## src/hdl/fsr_regs.svh

```systemverilog
`ifndef FSR_REGS_SVH
`define FSR_REGS_SVH

// Opcodes seen by the sequencer
`define FSR_OP_WR_ENABLE 8'h06
`define FSR_OP_RD_SR1 8'h05
`define FSR_OP_RD_SR2 8'h35
`define FSR_OP_RD_SR3 8'h15
`define FSR_OP_RD_EAR 8'hC8
`define FSR_OP_WR_EAR 8'hC5
`define FSR_OP_READ3 8'h03
`define FSR_OP_READ4 8'h13
`define FSR_OP_FAST3 8'h0B
`define FSR_OP_FAST4 8'h0C
`define FSR_OP_DIO3 8'hBB
`define FSR_OP_DIO4 8'hBC
`define FSR_OP_DOUT3 8'h3B
`define FSR_OP_DOUT4 8'h3C
`define FSR_OP_QIO3 8'hEB
`define FSR_OP_QIO4 8'hEC
`define FSR_OP_QOUT3 8'h6B
`define FSR_OP_QOUT4 8'h6C
`define FSR_OP_PROG3 8'h02
`define FSR_OP_PROG4 8'h12
`define FSR_OP_QPROG3 8'h32
`define FSR_OP_QPROG4 8'h34
`define FSR_OP_SUSPEND 8'h75
`define FSR_OP_RESUME 8'h7A
`define FSR_OP_RST_EN 8'h66
`define FSR_OP_RST 8'h99
`define FSR_OP_SEC_ERASE 8'h44

// Frame lengths in bits: opcode, opcode plus 3 or 4 address bytes
`define FSR_CNT_W 6
`define FSR_OP_BITS 6'h08
`define FSR_FRAME3_BITS 6'h20
`define FSR_FRAME4_BITS 6'h28
`define FSR_CNT_MAX 6'h3F

// Security register address fields
`define FSR_SA_TOP_MSB 23
`define FSR_SA_TOP_LSB 16
`define FSR_SA_SEL_MSB 15
`define FSR_SA_SEL_LSB 12
`define FSR_SA_ZERO_BIT 11
`define FSR_SA_SEL_FIRST 4'h1
`define FSR_SA_SEL_LAST 4'h3

// Suspend flag positions
`define FSR_SUS_ERASE 0
`define FSR_SUS_PROG 1

// Timing
`define FSR_CLK_NS 8
`define FSR_NS_PER_US 1000
`define FSR_T_RES_NS 200
`define FSR_SYNC_LAT 3
`define FSR_TMR_W 24

`endif

```

## src/hdl/fsr_pkg.sv

```systemverilog
package fsr_pkg;

  // Suspend sequencer states, one-hot
  typedef enum logic [3:0] {
    FSR_RUN        = 4'h1,
    FSR_SUSPENDING = 4'h2,
    FSR_SUSPENDED  = 4'h4,
    FSR_RESUMING   = 4'h8
  } fsr_state_t;

endpackage

```

## src/hdl/fsr_core.sv

```systemverilog
`include "fsr_regs.svh"


module fsr_core
  import fsr_pkg::*;
#(
  parameter int SUS_NS = 20000,
  parameter int SEC_ERASE_US = 100
)
(
  // Clock and reset
  input wire logic clk_sys,
  input wire logic arst_n,
  // Serial pins
  input wire logic spi_cs_n,
  input wire logic spi_sclk,
  input wire logic spi_si,
  // Configuration from the status register
  input wire logic address_size_flag,
  input wire logic [2:0] security_lock_bits,
  // Array engine
  input wire logic engine_prog_busy,
  input wire logic engine_erase_busy,
  input wire logic engine_wel_clr,
  output logic engine_hold,
  // Status bits
  output logic write_in_progress,
  output logic [1:0] suspend_flags,
  output logic write_enable_latch,
  // Opcode filter result
  output logic cmd_valid,
  output logic [7:0] cmd_code,
  output logic cmd_allow,
  // Security register erase
  output logic sec_erase_busy,
  output logic [1:0] sec_erase_sel
);

  ////////////////////////////////////////////////////////////////////////////
  // Cycle counts

  localparam int SUS_CYC = (SUS_NS / `FSR_CLK_NS < 1) ? 1 : SUS_NS / `FSR_CLK_NS;
  localparam int RES_CYC = `FSR_T_RES_NS / `FSR_CLK_NS;
  // Pin synchroniser delay is taken out so busy returns in time from the pin
  localparam int RES_LOAD_I = RES_CYC - `FSR_SYNC_LAT - 1;
  localparam int SEC_CYC_I =
    (SEC_ERASE_US * `FSR_NS_PER_US + `FSR_CLK_NS - 1) / `FSR_CLK_NS;
  localparam logic [`FSR_TMR_W-1:0] SUS_LOAD = `FSR_TMR_W'(SUS_CYC);
  localparam logic [`FSR_TMR_W-1:0] RES_LOAD = `FSR_TMR_W'(RES_LOAD_I);
  localparam logic [`FSR_TMR_W-1:0] SEC_LOAD = `FSR_TMR_W'(SEC_CYC_I);
  localparam logic [`FSR_TMR_W-1:0] TMR_ONE = `FSR_TMR_W'(1);

  ////////////////////////////////////////////////////////////////////////////
  // Functions

  // Opcode filter for the current suspend and busy state
  function automatic logic op_allowed(input logic [7:0] op, input logic ps,
                                      input logic es, input logic sb);
    logic rd_sr;
    logic always_ok;
    logic es_only;
    begin
      rd_sr = (op == `FSR_OP_RD_SR1) || (op == `FSR_OP_RD_SR2) ||
              (op == `FSR_OP_RD_SR3);
      always_ok = rd_sr ||
        (op == `FSR_OP_RD_EAR) || (op == `FSR_OP_WR_EAR) ||
        (op == `FSR_OP_READ3) || (op == `FSR_OP_READ4) ||
        (op == `FSR_OP_FAST3) || (op == `FSR_OP_FAST4) ||
        (op == `FSR_OP_DIO3) || (op == `FSR_OP_DIO4) ||
        (op == `FSR_OP_DOUT3) || (op == `FSR_OP_DOUT4) ||
        (op == `FSR_OP_QIO3) || (op == `FSR_OP_QIO4) ||
        (op == `FSR_OP_QOUT3) || (op == `FSR_OP_QOUT4) ||
        (op == `FSR_OP_RESUME) || (op == `FSR_OP_RST_EN) ||
        (op == `FSR_OP_RST);
      es_only = (op == `FSR_OP_WR_ENABLE) ||
        (op == `FSR_OP_PROG3) || (op == `FSR_OP_PROG4) ||
        (op == `FSR_OP_QPROG3) || (op == `FSR_OP_QPROG4);
      if (sb)
        op_allowed = rd_sr;
      else if (!(ps || es))
        op_allowed = 1'b1;
      else
        // Anything not listed, erases and status writes among them, is refused
        op_allowed = always_ok || (es_only && es && !ps);
    end
  endfunction

  ////////////////////////////////////////////////////////////////////////////
  // Pin synchronisers

  logic [1:0] cs_sync_q;
  logic [1:0] sck_sync_q;
  logic [1:0] si_sync_q;
  logic cs_prev_q;
  logic sck_prev_q;
  logic cs_rise;
  logic sck_rise;

  // Two flops per pin; only the second stage feeds logic
  always_ff @(posedge clk_sys or negedge arst_n)
  begin
    if (!arst_n)
    begin
      cs_sync_q <= 2'h3;
      sck_sync_q <= 2'h0;
      si_sync_q <= 2'h0;
      cs_prev_q <= 1'b1;
      sck_prev_q <= 1'b0;
    end
    else
    begin
      cs_sync_q <= {cs_sync_q[0], spi_cs_n};
      sck_sync_q <= {sck_sync_q[0], spi_sclk};
      si_sync_q <= {si_sync_q[0], spi_si};
      cs_prev_q <= cs_sync_q[1];
      sck_prev_q <= sck_sync_q[1];
    end
  end

  // Edges of the synchronised pins
  assign cs_rise = cs_sync_q[1] && !cs_prev_q;
  assign sck_rise = sck_sync_q[1] && !sck_prev_q && !cs_sync_q[1];

  ////////////////////////////////////////////////////////////////////////////
  // Frame capture

  logic [`FSR_CNT_W-1:0] bit_cnt_q;
  logic [7:0] op_q;
  logic [31:0] addr_q;
  logic [7:0] op_now;
  logic op_done;

  // Opcode as it completes on the eighth rising clock
  assign op_now = {op_q[6:0], si_sync_q[1]};
  assign op_done = sck_rise && (bit_cnt_q == `FSR_OP_BITS - 6'h01);

  // Bits after the opcode shift into the address register
  always_ff @(posedge clk_sys or negedge arst_n)
  begin
    if (!arst_n)
    begin
      bit_cnt_q <= '0;
      op_q <= 8'h00;
      addr_q <= 32'h0000_0000;
    end
    else if (cs_sync_q[1])
      bit_cnt_q <= '0;
    else if (sck_rise)
    begin
      // Counter saturates so an overlong frame never matches a length
      if (bit_cnt_q != `FSR_CNT_MAX)
        bit_cnt_q <= bit_cnt_q + 6'h01;
      if (bit_cnt_q < `FSR_OP_BITS)
        op_q <= op_now;
      else
        addr_q <= {addr_q[30:0], si_sync_q[1]};
    end
  end

  ////////////////////////////////////////////////////////////////////////////
  // Frame end decode

  fsr_state_t st_q;
  logic wip_q;
  logic [1:0] sus_q;
  logic wel_q;
  logic hold_q;
  logic sec_busy_q;
  logic [`FSR_TMR_W-1:0] sec_tmr_q;
  logic [1:0] sec_sel_q;
  logic [`FSR_TMR_W-1:0] sus_tmr_q;
  logic [`FSR_CNT_W-1:0] frame_bits;
  logic [3:0] sa_sel;
  logic sa_valid;
  logic sa_locked;
  logic bare_frame;
  logic sus_req;
  logic res_req;
  logic wen_req;
  logic se_req;
  logic se_ok;

  // Frame length for the address width in force
  assign frame_bits = address_size_flag ? `FSR_FRAME4_BITS : `FSR_FRAME3_BITS;

  // Security register select and lock check
  assign sa_sel = addr_q[`FSR_SA_SEL_MSB:`FSR_SA_SEL_LSB];
  assign sa_valid = (addr_q[`FSR_SA_TOP_MSB:`FSR_SA_TOP_LSB] == 8'h00) &&
                    !addr_q[`FSR_SA_ZERO_BIT] && (sa_sel >= `FSR_SA_SEL_FIRST) &&
                    (sa_sel <= `FSR_SA_SEL_LAST);
  assign sa_locked = security_lock_bits[2'(sa_sel - `FSR_SA_SEL_FIRST)];

  // Requests are judged only when chip select rises
  assign bare_frame = cs_rise && (bit_cnt_q == `FSR_OP_BITS);
  assign sus_req = bare_frame && (op_q == `FSR_OP_SUSPEND);
  assign res_req = bare_frame && (op_q == `FSR_OP_RESUME);
  assign wen_req = bare_frame && (op_q == `FSR_OP_WR_ENABLE) &&
                   op_allowed(op_q, sus_q[`FSR_SUS_PROG], sus_q[`FSR_SUS_ERASE],
                              sec_busy_q);
  assign se_req = cs_rise && (op_q == `FSR_OP_SEC_ERASE) &&
                  (bit_cnt_q == frame_bits);
  // Refused during any suspend and while anything is busy
  assign se_ok = se_req && wel_q && !wip_q && (sus_q == 2'h0) && !sec_busy_q &&
                 sa_valid && !sa_locked;

  ////////////////////////////////////////////////////////////////////////////
  // Opcode filter output

  // Published once per frame, on the eighth clock
  always_ff @(posedge clk_sys or negedge arst_n)
  begin
    if (!arst_n)
    begin
      cmd_valid <= 1'b0;
      cmd_code <= 8'h00;
      cmd_allow <= 1'b0;
    end
    else
    begin
      cmd_valid <= op_done;
      if (op_done)
      begin
        cmd_code <= op_now;
        cmd_allow <= op_allowed(op_now, sus_q[`FSR_SUS_PROG], sus_q[`FSR_SUS_ERASE],
                                sec_busy_q);
      end
    end
  end

  ////////////////////////////////////////////////////////////////////////////
  // Suspend and resume sequencer

  always_ff @(posedge clk_sys or negedge arst_n)
  begin
    if (!arst_n)
    begin
      st_q <= FSR_RUN;
      sus_q <= 2'h0;
      hold_q <= 1'b0;
      sus_tmr_q <= '0;
    end
    else
    begin
      case (st_q)
        FSR_RUN:
        begin
          // Only a running page program or sector/block erase may pause
          if (sus_req && (sus_q == 2'h0) && wip_q && !sec_busy_q &&
              (engine_prog_busy || engine_erase_busy))
          begin
            st_q <= FSR_SUSPENDING;
            sus_q[`FSR_SUS_PROG] <= engine_prog_busy;
            sus_q[`FSR_SUS_ERASE] <= !engine_prog_busy;
            hold_q <= 1'b1;
            sus_tmr_q <= SUS_LOAD;
          end
        end
        FSR_SUSPENDING:
        begin
          if (sus_tmr_q <= TMR_ONE)
            st_q <= FSR_SUSPENDED;
          else
            sus_tmr_q <= sus_tmr_q - TMR_ONE;
        end
        FSR_SUSPENDED:
        begin
          // A program started inside erase suspend keeps busy high and blocks resume
          if (res_req && !wip_q)
          begin
            st_q <= FSR_RESUMING;
            sus_q <= 2'h0;
            hold_q <= 1'b0;
            sus_tmr_q <= RES_LOAD;
          end
        end
        FSR_RESUMING:
        begin
          if (sus_tmr_q <= TMR_ONE)
            st_q <= FSR_RUN;
          else
            sus_tmr_q <= sus_tmr_q - TMR_ONE;
        end
        default:
        begin
          st_q <= FSR_RUN;
          sus_q <= 2'h0;
          hold_q <= 1'b0;
        end
      endcase
    end
  end

  ////////////////////////////////////////////////////////////////////////////
  // Write in progress

  // Busy follows the sequencer: held through suspend latency, low once paused unless a program runs inside erase suspend
  always_ff @(posedge clk_sys or negedge arst_n)
  begin
    if (!arst_n)
      wip_q <= 1'b0;
    else
    begin
      case (st_q)
        FSR_RUN: wip_q <= engine_prog_busy || engine_erase_busy || sec_busy_q;
        FSR_SUSPENDING: wip_q <= 1'b1;
        FSR_SUSPENDED: wip_q <= sus_q[`FSR_SUS_ERASE] && engine_prog_busy;
        FSR_RESUMING: wip_q <= 1'b0;
        default: wip_q <= 1'b0;
      endcase
    end
  end

  ////////////////////////////////////////////////////////////////////////////
  // Write enable latch

  // A set in the same cycle as an engine clear wins
  always_ff @(posedge clk_sys or negedge arst_n)
  begin
    if (!arst_n)
      wel_q <= 1'b0;
    else if (wen_req)
      wel_q <= 1'b1;
    else if (se_ok || engine_wel_clr)
      wel_q <= 1'b0;
  end

  ////////////////////////////////////////////////////////////////////////////
  // Security register erase timer

  // Self-timed; the array side erases the selected register while busy
  always_ff @(posedge clk_sys or negedge arst_n)
  begin
    if (!arst_n)
    begin
      sec_busy_q <= 1'b0;
      sec_tmr_q <= '0;
      sec_sel_q <= 2'h0;
    end
    else if (se_ok)
    begin
      sec_busy_q <= 1'b1;
      sec_tmr_q <= SEC_LOAD;
      sec_sel_q <= sa_sel[1:0];
    end
    else if (sec_busy_q)
    begin
      if (sec_tmr_q <= TMR_ONE)
        sec_busy_q <= 1'b0;
      else
        sec_tmr_q <= sec_tmr_q - TMR_ONE;
    end
  end

  ////////////////////////////////////////////////////////////////////////////
  // Outputs, each straight from a flop

  assign engine_hold = hold_q;
  assign write_in_progress = wip_q;
  assign suspend_flags = sus_q;
  assign write_enable_latch = wel_q;
  assign sec_erase_busy = sec_busy_q;
  assign sec_erase_sel = sec_sel_q;

endmodule

```

## config.mk

```make
export PLATFORM = sky130hd
export DESIGN_NAME = fsr_core
export DESIGN_NICKNAME = d
export VERILOG_FILES = /design/src/hdl/fsr_pkg.sv /design/src/hdl/fsr_core.sv
export VERILOG_INCLUDE_DIRS = /design/src /design/src/hdl
export SDC_FILE = /design/constraint.sdc
export NUM_CORES = 1
export LEC_CHECK = 0
export BUFFER_PORTS_ARGS = -buffer_cell sky130_fd_sc_hd__buf_2
export CORE_AREA = 3 3 168 104
export CTS_CLUSTER_DIAMETER = 80
export DETAILED_ROUTE_END_ITERATION = 6
export DIE_AREA = 0 0 171 107
export MAX_ROUTING_LAYER = met4
export SYNTH_ARGS = -nofsm -noshare
export SYNTH_HDL_FRONTEND = slang
export SYNTH_SLANG_ARGS = --single-unit
export TNS_END_PERCENT = 50
```

## constraint.sdc

```tcl
create_clock -name clk_sys -period 3 [get_ports clk_sys]
set_input_delay 0.3 -clock clk_sys [delete_from_list [all_inputs] [get_ports clk_sys]]
set_output_delay 0.3 -clock clk_sys [all_outputs]
set_load 0.05 [all_outputs]
```

Yosys cells after proc, flatten, opt, wreduce, memory -nomap -nowiden
Index checks and enable logic that the tools add are counted.
{"block": "op_classes", "n_addsub": 4, "n_mul": 0, "div": 0, "order_cmp": 6, "eq_ne": 66, "shift": 0, "muxes": 34, "n_bitwise": 3, "n_reduce_logical": 106}
{"cell": "$mux W24", "n": 6}
{"cell": "$eq A8 B8 Y1 const B", "n": 14}
{"cell": "$eq A8 B6 Y1 const B", "n": 10}
{"cell": "$eq A8 B7 Y1 const B", "n": 10}
{"cell": "$pmux W24 S3", "n": 1}
{"cell": "$logic_or A1 B1 Y1", "n": 52}
{"cell": "$eq A8 B5 Y1 const B", "n": 6}
{"cell": "$le A24 B1 Y1 const B", "n": 2}
{"cell": "$sub A24 B1 Y24 const B", "n": 2}
{"cell": "$eq A8 B2 Y1 const B", "n": 4}
{"cell": "$eq A8 B3 Y1 const B", "n": 4}
{"cell": "$eq A8 B4 Y1 const B", "n": 4}
{"cell": "$logic_and A1 B1 Y1", "n": 30}
{"cell": "$mux W4", "n": 5}
{"cell": "$mux W6", "n": 3}
{"cell": "$pmux W4 S4", "n": 1}
{"cell": "$mux W1", "n": 12}
{"cell": "$ne A2 B2 Y1 const B", "n": 6}
{"cell": "$logic_not A1 Y1", "n": 9}
{"cell": "$reduce_and A3 Y1", "n": 3}
{"cell": "$logic_not A8 Y1", "n": 1}
{"cell": "$reduce_and A4 Y1", "n": 2}
{"cell": "$reduce_bool A2 Y1", "n": 4}
{"cell": "$add A6 B1 Y6 const B", "n": 1}
{"cell": "other kinds (22)", "n": 27}
{"block": "totals", "regBits": 116, "latchBits": 0, "mem_bits_rw": 0, "rom_bits": 0, "in_bits": 12, "out_inout_bits": 18, "word_cells": 239, "memories": 0}

Depth between registers and ports, before layout
{"block": "logic_depth", "word_depth": 25, "mapped_depth": 10}

Worst setup path after synthesis
OpenSTA, ideal clock, no wires.
{"block": "synth_path", "kind": "register -> register", "start": "register sus_tmr_q[4]", "end": "register sus_tmr_q[21]", "setup_ns": 0.077, "arrival_time_ns": 2.500, "required_ns": 2.923, "setup_slack_ns": 0.423, "stages_incl_launch_ff": 7, "n_path_buf": 0, "period_less_slack_ns": 2.577, "cell_sequence": "dfrtp_1 > or4_4 > or4_4 > or3_4 > or3_1 > or3_1 > a21oi_1"}
{"block": "synth_between", "elab_chain_len": 3}
{"item": "start: declaration", "line_no": "fsr_core.sv:171", "rtl": "logic [`FSR_TMR_W-1:0] sus_tmr_q;"}
{"item": "start signal: assignment", "line_no": "fsr_core.sv:263", "rtl": "sus_tmr_q <= sus_tmr_q - TMR_ONE;"}
{"item": "start signal: assignment", "line_no": "fsr_core.sv:281", "rtl": "sus_tmr_q <= sus_tmr_q - TMR_ONE;"}
{"item": "$sub A24 B1 Y24 / $le A24 B1 Y1 (equally long branches)"}
{"item": "$mux W24 / $ne A2 B2 Y1 (equally long branches)"}
{"item": "$pmux W24 S3 / $reduce_and A4 Y1 (equally long branches)"}
Several ways; a longest one is shown, not always the timed one. The select of a mux whose other input is x is not followed.
A chain may end at the register's enable or synchronous reset.

Worst setup path in the final report
{"block": "layout_path", "start": "register op_q[0]", "end": "register sus_tmr_q[20]"}
{"block": "layout_between", "elab_chain_len": 8}
{"item": "start: declaration", "line_no": "fsr_core.sv:128", "rtl": "logic [7:0] op_q;"}
{"item": "start signal: assignment", "line_no": "fsr_core.sv:154", "rtl": "op_q <= op_now;"}
{"item": "$eq A8 B7 Y1 (no line)"}
{"item": "$logic_and A1 B1 Y1", "line_no": "fsr_core.sv:195", "rtl": "assign sus_req = bare_frame && (op_q == `FSR_OP_SUSPEND);"}
{"item": "$logic_and A1 B1 Y1 (4 in series)", "line_no": "fsr_core.sv:248", "rtl": "if (sus_req && (sus_q == 2'h0) && wip_q && !sec_busy_q &&"}
{"item": "$ne A2 B2 Y1 (no line)"}
{"item": "$reduce_and A4 Y1 (no line) *"}
Mark *: on every way between the ends. The rest lies on a longest branch, timed or not.

==> results.py <==
metrics = {
    "layout": {
        "fin_nets": 656,
        "diodes": 0,
        "fin_util": 0.438,
        "fin_cells": 858,
        "synthToLayoutAreaGrowth_pct": 19.7,
        "drive_above_1_share": 0.247,
    },
    "die": {
        "core_area_mm2": 0.0161,
        "start_util": 0.366,
        "fp-row-count": 36,
        "dieArea_mm2": 0.0183,
        "die_x_um": 171,
        "die_h_um": 107,
        "ioPinCount": 30,
    },
    "min_path": {
        "hp-class": "primary input to flip-flop",
    },
    "critical_path": {
        "cp_slowest_cell": "or4b_2",
        "crit_fanout": 12,
        "path_common_cell": "buf_4",
        "critPathMaxStageDelay_ns": 0.68,
        "path_cells": "or2b_1 > or4b_2 > o31ai_4 > buf_4 > o2111ai_1 > buf_4 > or4_1 > a21oi_1",
        "cp-end-kind": "flip-flop",
        "arrival_ns": 3.13,
        "critical_path_class": "flip-flop to flip-flop",
        "required_ns": 3.33,
        "worstSetupStartpointType": "flip-flop",
    },
    "logic_synthesis": {
        "yosysSeqAreaShare": 0.492,
        "synth-async-reset-ratio": 1.00,
        "synth_area_mm2": 0.00591,
        "synth_ff_type": "dfrtp_1",
        "synth-seq-cells": 116,
        "synth_cell_type_count": 70,
        "synth_warnings": 0,
        "synth_nets": 602,
        "netlist_instances": 582,
        "avgSynthCellArea_um2": 10.2,
        "synth-edff-count": 0,
    },
    "detailed_routing": {
        "viasPerCell": 5.42,
        "drtIter0Drc": 411,
        "ant_nets": 0,
        "drc": 0,
        "routed_wl_um": 14000,
        "wl_per_cell_um": 16.3,
        "num_vias": 4654,
        "drt_first_pass_iters": 5,
    },
    "clocking": {
        "cts_made_buffers": 17,
        "clock_latency_ns": 0.41,
        "htreeDepth": 4,
        "clockBufferDepth": 2,
        "cts_tree": "built",
        "cts_root_buffer": "clkbuf_16",
        "cts.sinks": 116,
        "clkTransAtPathRegs_ns": 0.06,
    },
    "global_routing": {
        "grt_util_all_layers": 0.166,
        "grt_pass1_wl_um": 23400,
        "grt_pass1_vias": 4601,
        "antenna_found_initial": 0,
        "grt.overflow.total": 0,
        "grt_max_degree": 49,
    },
    "placement": {
        "dp_hpwl_um": 9660,
        "port_buffers": 29,
        "pre_cts_ws_ns": 0.148,
        "gp_congestion": 0.863,
        "dp.cells": 819,
    },
    "timing": {
        "final_max_slew_viol_count": 0,
        "finalHoldViolCount": 0,
        "slew_headroom": 0.427,
        "fin_crit_sh": 0.934,
        "worst-slew-pin-transition_ns": 0.852,
        "tns_ns": 0,
        "rsz0062_at_grt": "false",
        "setup_viol": 0,
        "timing.final.crit_period_ns": 2.80,
        "hold_slack_ns": 0.210,
        "fmax_ghz": 0.357,
        "skew_ns": 0.0129,
        "fin_ws_ns": 0.198,
    },
    "pwr": {
        "combPwrFrac": 0.125,
        "p_int_w": 0.00298,
        "max-vdd-ir-drop_mv": 0.389,
        "leakagePower_nw": 2.96,
        "sequentialPowerShare": 0.402,
        "swShare": 0.278,
        "powerDensity_mw_per_mm2": 583,
        "power.share.clock": 0.473,
        "p_switching_w": 0.00115,
    },
    "outcome": {
        "status": "completed",
    },
    "flow_run": {
        "drv_cap": 0,
    },
}
-- flip-flops by register name, indices dropped and copies added (netlist names) --
name                count
sec_erase_sel           2
op_q                    8
bit_cnt_q               6
write_enable_latch      1
st_q                    4
cmd_allow               1
si_sync_q               2
addr_q                 24
sck_prev_q              1
suspend_flags           2
write_in_progress       1
sec_tmr_q              24
sck_sync_q              2
sus_tmr_q              24
engine_hold             1
cs_prev_q               1
sec_erase_busy          1
cmd_code                8
cs_sync_q               2
cmd_valid               1
-- routing by layer --
metal  vias up  GRT usage  share of wire
met4         0     0.0494         0.0065
met2       109      0.227           0.44
met1      2300      0.236           0.51
li1       2237          -              -
met3         8     0.0505          0.049
met5         -          -              0
-- per-stage QoR --
stage / total power, W / area [um2]
detailed placement: 0.00219 / 6410
floorplan: 0.00201 / 5910
global placement: 0.00217 / 6410
global route: 0.00432 / 7070
finish: 0.00412 / 7070
CTS: 0.00416 / 7020
-- power groups by stage --
stage / Sequential, W / Clock (W) / Combinational [W]
after floorplan: 0.00167 / 0 / 0.000331
after detailed placement: 0.00168 / 0 / 0.000505
after global routing: 0.00167 / 0.00207 / 0.000576
after global placement: 0.00168 / 0 / 0.000493
after CTS: 0.00165 / 0.00199 / 0.000511
final: 0.00166 / 0.00195 / 0.000516
-- critical path, delay by kind of cell, from the launching register on --
kind / cells / cell delay, ns
compound gates: 3 / 0.56
simple gates: 3 / 1.38
buf+inv: 2 / 0.37
flops: 1 / 0.43
-- final timing paths --
kind                                   startpoint                            to  slack (ns)  cells after the start
max in group asynchronous                  arst_n  suspend_flags[1]$_DFFE_PN0P_        1.78                      3
hold / removal                  engine_erase_busy   write_in_progress$_DFF_PN0_        0.21                      3
setup reg to reg              op_q[0]$_DFFE_PN0P_     sus_tmr_q[20]$_DFFE_PN0P_        0.20                      8
hold reg to reg            si_sync_q[0]$_DFF_PN0_        si_sync_q[1]$_DFF_PN0_        0.35                      0
setup / recovery              op_q[0]$_DFFE_PN0P_     sus_tmr_q[20]$_DFFE_PN0P_        0.20                      8
min in group asynchronous                  arst_n      sus_tmr_q[1]$_DFFE_PN0P_        0.41                      2
-- what timing repair did --
action	4_1_cts	5_1_grt
hold endpoints to repair	36	0
setup buffers	0	2
setup endpoints to repair	0	9
hold buffers	4	0
resized for setup	0	4
-- layout make-up --
| cell class | instances | area, um2 |
|---|---|---|
| Tap cell | 209 | 262 |
| Fill cell | 1475 | 9050 |
| Clock inverter | 15 | 148 |
| Inverter | 15 | 56.3 |
| Clock buffer | 17 | 425 |
| Timing Repair Buffer | 63 | 438 |
| Multi-Input combinational cell | 423 | 2830 |
| Sequential cell | 116 | 2910 |
-- kinds of logic after synthesis --
kind of cell | after synthesis | share of synthesized area
AO/OA/AOI/OAI | 112 | 0.124
XOR/XNOR | 27 | 0.0400
adder cells (fa/ha/maj) | 8 | 0.0169
buffers and inverters | 44 | 0.0354
flip-flops | 116 | 0.492
multiplexers | 37 | 0.0705
AND/OR/NAND/NOR | 238 | 0.221
-- cells in the final DEF, fill, tap and decap left out, drive strengths merged, types with 3 or more instances in the layout --
cell         instances
xor2                10
clkinv               5
a31oi                8
or2                  3
nor3                18
o31ai               11
nor4                21
or4                 14
o22a                 4
nand3               15
or3b                 3
nor3b                6
xnor2               17
nand2b               7
dfrtp              112
nor2                54
a21oi               30
dlygate4sd3          4
o21ai               35
nand2               40
o211ai               3
mux2                37
nand4b               3
nor2b                8
nand4                7
and3                 3
or3                 25
inv                 22
nand3b               3
clkbuf              17
buf                 59
ha                   8
dfstp                4
-- synthesized netlist by cell type (3+ instances only) --
cell	instances	area share
nor2b_1	8	0.0085
or4_1	10	0.013
or3_1	24	0.025
o22a_1	4	0.0059
a21oi_1	28	0.024
nand3b_1	3	0.0038
o21ai_0	35	0.030
nor3_1	18	0.015
buf_6	3	0.0057
buf_2	8	0.0068
a31oi_1	8	0.0085
nor4_1	21	0.022
nand4_1	7	0.0074
xnor2_1	17	0.025
clkbuf_1	15	0.0095
o31ai_1	9	0.011
dfrtp_1	112	0.47
and3_1	3	0.0032
dfstp_2	4	0.018
nor2_1	54	0.034
nand2b_1	7	0.0074
nand2_1	40	0.025
mux2_2	36	0.069
or2_2	3	0.0032
nand3_1	15	0.013
xor2_1	10	0.015
nand4b_1	3	0.0044
nor3b_1	5	0.0064
ha_1	8	0.017
or4_4	3	0.0057
inv_1	14	0.0089
Power figures use the tool's default switching activity.
